## config.mk

```make
export PLATFORM = sky130hd
export DESIGN_NAME = parallel_port_strap_pin_mux
export DESIGN_NICKNAME = d
export VERILOG_FILES = /design/src/verilog/pinmux_pkg.sv /design/src/verilog/parallel_port_strap_pin_mux.sv
export VERILOG_INCLUDE_DIRS = /design/src /design/src/verilog
export SDC_FILE = /design/constraint.sdc
export NUM_CORES = 1
export LEC_CHECK = 0
export BUFFER_PORTS_ARGS = -buffer_cell sky130_fd_sc_hd__buf_2
export CAP_MARGIN = 40
export CORE_ASPECT_RATIO = 1.5
export CORE_MARGIN = 2
export CORE_UTILIZATION = 50
export CTS_BUF_LIST = sky130_fd_sc_hd__clkbuf_8
export DETAILED_ROUTE_END_ITERATION = 16
export PLACE_DENSITY = 0.82
export SLEW_MARGIN = 15
export SYNTH_ARGS = -nofsm -noshare
export SYNTH_HDL_FRONTEND = slang
export SYNTH_SLANG_ARGS = --single-unit
```

## constraint.sdc

```tcl
create_clock -name sys_clk -period 2.52 [get_ports sys_clk]
set_input_delay 0.252 -clock sys_clk [delete_from_list [all_inputs] [get_ports sys_clk]]
set_output_delay 0.252 -clock sys_clk [all_outputs]
set_load 0.05 [all_outputs]
```

## src/verilog/pinmux_defines.svh

```systemverilog
/*
 * Constants of the strap-selected parallel-port pin mux: line count,
 * synchroniser depth and the drive values used in and after reset.
 * Assumes inclusion by bare name from the package and the mux module.
 */
`ifndef PINMUX_DEFINES_SVH
`define PINMUX_DEFINES_SVH

`define PMX_LINES        5
`define PMX_SYNC_DEPTH   3
`define PMX_STROBE_IDLE  5'h1F
`define PMX_ALL_OFF      5'h00
`define PMX_ALL_ON       5'h1F
`define PMX_STRAP_GPIO   1'h0
`define PMX_STRAP_EMC    1'h1

`endif

```

## src/verilog/pinmux_pkg.sv

```systemverilog
/*
 * Types shared by the parallel-port pin mux: line drive bundle, the
 * general-purpose I/O request bundle, the memory-controller strobe
 * bundle, the selected function and the reset phase.
 * Assumes pinmux_defines.svh is on the include path.
 */
`include "pinmux_defines.svh"

package pinmux_pkg;

	// index 0 is line 5, index 4 is line 9
	typedef struct packed {
		logic [`PMX_LINES-1:0] out;
		logic [`PMX_LINES-1:0] oe;
	} line_drive_t;

	// index 0 is I/O bit 25, index 4 is I/O bit 29
	typedef struct packed {
		logic [`PMX_LINES-1:0] out;
		logic [`PMX_LINES-1:0] dir;
	} io_request_t;

	// active-low strobes, idle level 1
	typedef struct packed {
		logic ext_mem_byte_en_1;
		logic ext_mem_byte_en_0;
		logic ext_mem_chip_sel_3;
		logic ext_mem_chip_sel_2;
		logic ext_mem_chip_sel_1;
	} strobe_t;

	typedef enum logic {
		func_gpio,
		func_emc
	} func_t;

	typedef enum logic {
		phase_reset,
		phase_run
	} phase_t;

endpackage

```

## src/verilog/parallel_port_strap_pin_mux.sv

```systemverilog
/*
 * Reset-time mux for five parallel-port lines. Each line is either a
 * general-purpose I/O bit or a memory-controller strobe, chosen by the
 * strap level seen while reset is held and frozen at reset release.
 * Assumes: strap and line inputs are asynchronous pins; the I/O and
 * memory-controller requests come from logic on sys_clk; resetn is held
 * low for at least four edges so the strap settles through its chain.
 */
`include "pinmux_defines.svh"

// Contract
// - Each of the five lines carries exactly one function, I/O bit or controller strobe, picked by the strap level during reset.
// - A low strap connects the lines to I/O bits 25 to 29 in line order.
// - A high strap connects the lines to chip selects 1, 2, 3 and byte enables 0, 1 in line order.
// - The function is fixed when reset rises and is kept from then on.
// - In I/O mode each bit's driver is off while reset is held and follows par_io_bit.dir from the first edge after release.
// - In controller mode each strobe line is undriven while reset is held.
// - After release in controller mode each strobe line drives 1 until the controller asserts it.
module parallel_port_strap_pin_mux
	import pinmux_pkg::*;
(
	input  wire logic                   sys_clk,
	input  wire logic                   resetn,
	input  wire logic                   pinmux_strap_in,
	input  wire logic [`PMX_LINES-1:0]  par_port_line_in,
	output      pinmux_pkg::line_drive_t par_port_line,
	input  wire pinmux_pkg::io_request_t par_io_bit,
	output      logic [`PMX_LINES-1:0]  par_io_bit_in,
	input  wire pinmux_pkg::strobe_t    ext_mem_ctrl,
	output      logic                   ext_mem_ctrl_sel,
	output      logic                   mux_locked
);
	import pinmux_pkg::*;

	// pin synchronisers, no reset so they track during reset
	logic [`PMX_SYNC_DEPTH-1:0] strap_sync;
	logic [`PMX_SYNC_DEPTH-1:0] next_strap_sync;
	logic [`PMX_LINES-1:0]      line_s1;
	logic [`PMX_LINES-1:0]      line_s2;
	logic [`PMX_LINES-1:0]      line_s3;
	logic [`PMX_LINES-1:0]      next_line_s1;
	logic [`PMX_LINES-1:0]      next_line_s2;
	logic [`PMX_LINES-1:0]      next_line_s3;

	always_comb
	begin
		next_strap_sync = {strap_sync[`PMX_SYNC_DEPTH-2:0], pinmux_strap_in};
		next_line_s1    = par_port_line_in;
		next_line_s2    = line_s1;
		next_line_s3    = line_s2;
	end

	always_ff @(posedge sys_clk)
	begin
		strap_sync <= next_strap_sync;
		line_s1    <= next_line_s1;
		line_s2    <= next_line_s2;
		line_s3    <= next_line_s3;
	end

	// strap candidate, followed only while reset is held
	logic strap_seen;
	logic next_strap_seen;
	logic strap_stable;

	assign strap_stable = strap_sync[1] == strap_sync[2];

	always_comb
	begin
		next_strap_seen = strap_seen;
		if (!resetn && strap_stable)
			next_strap_seen = strap_sync[2];
	end

	always_ff @(posedge sys_clk)
	begin
		strap_seen <= next_strap_seen;
	end

	// phase and frozen function
	phase_t phase;
	phase_t next_phase;
	func_t  func;
	func_t  next_func;

	always_comb
	begin
		next_phase = phase;
		next_func  = func;
		case (phase)
			phase_reset:
			begin
				next_phase = phase_run;
				next_func  = (strap_seen == `PMX_STRAP_EMC) ? func_emc : func_gpio;
			end
			phase_run:
			begin
				next_phase = phase_run;
				next_func  = func;
			end
			default:
			begin
				next_phase = phase_reset;
				next_func  = func_gpio;
			end
		endcase
	end

	always_ff @(posedge sys_clk)
	begin
		if (!resetn)
		begin
			phase <= phase_reset;
			func  <= func_gpio;
		end
		else
		begin
			phase <= next_phase;
			func  <= next_func;
		end
	end

	// line drive, computed from the next phase so pins move with the lock
	line_drive_t next_line;
	logic [`PMX_LINES-1:0] next_io_in;
	logic [`PMX_LINES-1:0] io_filtered;

	always_comb
	begin
		next_line.out = `PMX_STROBE_IDLE;
		next_line.oe  = `PMX_ALL_OFF;
		if (resetn && next_phase == phase_run)
		begin
			if (next_func == func_emc)
			begin
				next_line.out = ext_mem_ctrl;
				next_line.oe  = `PMX_ALL_ON;
			end
			else
			begin
				next_line.out = par_io_bit.out;
				next_line.oe  = par_io_bit.dir;
			end
		end
	end

	// line input, a bit changes once its second and third stages agree
	always_comb
	begin
		for (int i = 0; i < `PMX_LINES; i++)
			io_filtered[i] = (line_s2[i] == line_s3[i]) ? line_s3[i] : par_io_bit_in[i];
		next_io_in = `PMX_ALL_OFF;
		if (resetn && next_phase == phase_run && next_func == func_gpio)
			next_io_in = io_filtered;
	end

	always_ff @(posedge sys_clk)
	begin
		if (!resetn)
		begin
			par_port_line.out <= `PMX_STROBE_IDLE;
			par_port_line.oe  <= `PMX_ALL_OFF;
			par_io_bit_in     <= `PMX_ALL_OFF;
			ext_mem_ctrl_sel  <= 1'h0;
			mux_locked        <= 1'h0;
		end
		else
		begin
			par_port_line    <= next_line;
			par_io_bit_in    <= next_io_in;
			ext_mem_ctrl_sel <= next_func == func_emc;
			mux_locked       <= next_phase == phase_run;
		end
	end

	// checks
	AST_ONE_FUNC: assert property (@(posedge sys_clk) disable iff (!resetn)
		mux_locked && ext_mem_ctrl_sel |-> par_io_bit_in == `PMX_ALL_OFF)
		else $error("I/O input seen while lines carry controller strobes");

	AST_GPIO_MAP: assert property (@(posedge sys_clk) disable iff (!resetn)
		mux_locked && !ext_mem_ctrl_sel && $past(mux_locked)
		|-> par_port_line.oe == $past(par_io_bit.dir)
		&& par_port_line.out == $past(par_io_bit.out))
		else $error("I/O mode line drive does not follow I/O bits");

	AST_EMC_MAP: assert property (@(posedge sys_clk) disable iff (!resetn)
		mux_locked && ext_mem_ctrl_sel && $past(mux_locked)
		|-> par_port_line.out == $past(ext_mem_ctrl))
		else $error("controller mode line drive does not follow strobes");

	AST_LOCK_AT_RELEASE: assert property (@(posedge sys_clk)
		!resetn ##1 resetn |=> mux_locked
		&& ext_mem_ctrl_sel == $past(strap_seen))
		else $error("function not frozen from strap at reset release");

	AST_UNLOCKED_IN_RESET: assert property (@(posedge sys_clk)
		!resetn |=> !mux_locked && !ext_mem_ctrl_sel)
		else $error("function shown as frozen while reset held");

	AST_FUNC_HELD: assert property (@(posedge sys_clk) disable iff (!resetn)
		mux_locked |=> $stable(ext_mem_ctrl_sel) && mux_locked)
		else $error("selected function changed without reset");

	AST_GPIO_INPUT_FIRST: assert property (@(posedge sys_clk)
		!resetn ##1 !resetn |-> par_port_line.oe == `PMX_ALL_OFF && par_io_bit_in == `PMX_ALL_OFF)
		else $error("line driven or input passed while reset held");

	AST_EMC_TRISTATE: assert property (@(posedge sys_clk)
		!resetn |=> par_port_line.oe == `PMX_ALL_OFF)
		else $error("strobe line driven during reset");

	AST_EMC_DRIVE_ON: assert property (@(posedge sys_clk) disable iff (!resetn)
		mux_locked && ext_mem_ctrl_sel |-> par_port_line.oe == `PMX_ALL_ON)
		else $error("strobe line released while controller mode runs");

	AST_GPIO_IN_MAP: assert property (@(posedge sys_clk) disable iff (!resetn)
		mux_locked && !ext_mem_ctrl_sel && line_s2 == line_s3
		|=> par_io_bit_in == $past(line_s3))
		else $error("agreed line level not passed to I/O input");

	AST_EMC_IDLE_HIGH: assert property (@(posedge sys_clk) disable iff (!resetn)
		mux_locked && ext_mem_ctrl_sel && $past(ext_mem_ctrl) == `PMX_STROBE_IDLE
		|-> par_port_line.oe == `PMX_ALL_ON && par_port_line.out == `PMX_STROBE_IDLE)
		else $error("idle strobe line not driven high");

endmodule // parallel_port_strap_pin_mux

```

==> metrics <==
CP Launch Type=flip-flop; Switching Power=277 µW; via count=649; Root Driver=clkbuf_8; CP top delay family=flip-flops; FF+latch count, synth=36; tightest hold margin=0.0776 ns; first-pass GRT wire length=2340 µm; Clock Power Share=0.316; layout cells sized above 1=0.402; Worst Max-Slew Pin Slew=0.387 ns; Worst slew margin=0.737; core box area=0.00198 mm²; Req. time, crit path=2.27 ns; Clk Latency, worst-skew pair=0.27 ns; Initial DRT Pass Iterations=2; initial antenna violation count=0; most frequent cells in the layout=buf_2, dfxtp_1, nor2b_1; CTS Sinks=36; RSZ-0062 raised after global routing=no; Final Cycle Share=0.489; Layout area overhead=28.6%; hpwl dp=roughly 1100 µm; Clock Tree Buf Depth=2; I/O Pins=40; Leakage=0.000635 µW; Buf/Inv on CP=1; MaxCap Viol Count=0; PortBufs=39; WP data arrival=0.98 ns; worst-path maximum fanout=3; vias per inst=4.67; peak supply drop=0.661 mV; pwr dens=848 mW/mm²; Setup WS post-layout=1.29 ns; Setup-failing EPs final=0; die width=40.9 µm; Yosys cell types=13; register share of total power=0.557; Avg Synthesized Cell Area=around 14 µm²; dominant cells by area after synthesis=dfxtp_1, nor2b_1, maj3_1; fin. max-slew vios=0; Syn. warnings=0; Die Area=0.00243 mm²; Clock Skews=0.00677 ns; syn_nets=96; pre-CTS setup slack=1.38 ns; Internal Pwr Total=838 µW; cts repair resizes=0; 1st-iter DRT viols=11; largest net degree at the start of global routing=24; Tot GR Track Use=0.162; Fill cells=160; WL final=1540 µm; FF-to-FF Start=mux_locked; total power draw=1110 µW; status=complete, no violations; final setup TNS=0 ns; die height=59.4 µm; TritonCTS Buffers=5; Rows=20; wire per inst=between 10 and 15 µm; Final #Nets=140; Period minus WS final=1.23 ns; CP cell instances=buf_2; slowest cell on the critical path=dfxtp_1; worst setup path start=mux_locked; hold buffer count at cts=0; Initial Util=0.517; grt total ovfl=0; critical path type=flip-flop to output port; RD Place Congestion=0.599; post-route antenna net violation count=0; CTS tree=done; utilization after layout=0.665; Combinational Power Share=0.127; Hold Crit Start=par_port_line_in[4]; Sw Share=0.248; Multi-input gate area=around 280 µm²; Remaining DRCs=0; Largest stage delay, worst path=between 0.4 and 0.5 ns; Synth top area share=0.685; Post-Syn Area=between 0.001 and 0.0015 mm²; Worst Setup End Kind=output port; vias in the first global route=615; Setup Fix Bufs, Post-CTS=0; worst hold path type=input pin to flip-flop; Reg area=731 µm²; Fin. Hold Viols=0; gate count of the mapped netlist=73; commonest non-fill, non-tap cell in the layout=buf_2; Antenna diodes=0; leading area contributor after synthesis=dfxtp_1; register clock-pin slew on the reported worst setup and hold paths=0.06 ns; f_max=0.811 GHz; sequential fraction of the synthesis area=0.715; CTS H-tree lvls=2
## cell usage after synthesis
cell type,number
and2_1,1
and3_1,5
clkbuf_1,2
dfxtp_1,35
edfxtp_1,1
maj3_1,5
mux2_2,1
mux2i_1,5
mux2i_4,1
nor2_1,1
nor2b_1,10
o21a_1,5
xor2_1,1
## cell families (layout without fill, tap and decap cells)
| group | Yosys count | after routing | synth area share |
|---|---|---|---|
| AND/OR/NAND/NOR | 17 | 17 | 0.102 |
| adder cells (fa/ha/maj) | 5 | 5 | 0.0490 |
| AO/OA/AOI/OAI | 5 | 5 | 0.0367 |
| multiplexers | 7 | 7 | 0.0820 |
| flip-flops | 36 | 36 | 0.715 |
| buffers and inverters | 2 | 46 | 0.00735 |
| XOR/XNOR | 1 | 1 | 0.00857 |
## stage by stage
stage               area (µm²)  instances
floorplan                 1020         73
global placement          1240        132
global route              1320        139
detailed placement        1240        132
CTS                       1320        139
finish                    1320        139
## state kept, by name, indices dropped and copies added (netlist names)
register / cells
par_io_bit_in: 5
mux_locked: 1
line_s2: 5
strap_seen: 1
line_s1: 5
ext_mem_ctrl_sel: 1
line_s3: 5
strap_sync: 3
par_port_line: 10
## final timing paths
check,endpoint,slack (ns),cells after the start
setup reg to reg,par_port_line[9],1.37,2
hold reg to reg,line_s2[0],0.32,0
setup / recovery,mux_locked,1.29,1
hold / removal,line_s1[4],0.08,1
## final cells by class
cell class	instances	share of cell area
sequential	36	0.556
multi-input combinational	35	0.216
timing repair buffer	39	0.148
clock buffer	5	0.0523
tap	22	0.0209
clock inverter	2	0.00666
## power groups by stage
stage | combinational [µW] | sequential (µW) | clock (µW)
floorplan | 36.5 | 698 | 0
global placement | 140 | 632 | 0
detailed placement | 143 | 634 | 0
CTS | 144 | 621 | 369
global route | 151 | 624 | 391
finish | 142 | 621 | 352
## per-layer routing
layer,global-route usage,vias to the layer above,part of all wire
met1,0.133,296,0.36
met4,0.143,0,0.021
met2,0.252,24,0.54
met3,0.0902,2,0.078
li1,-,327,-
met5,0,-,0
Note: power is estimated with default switching activity, not from simulation.
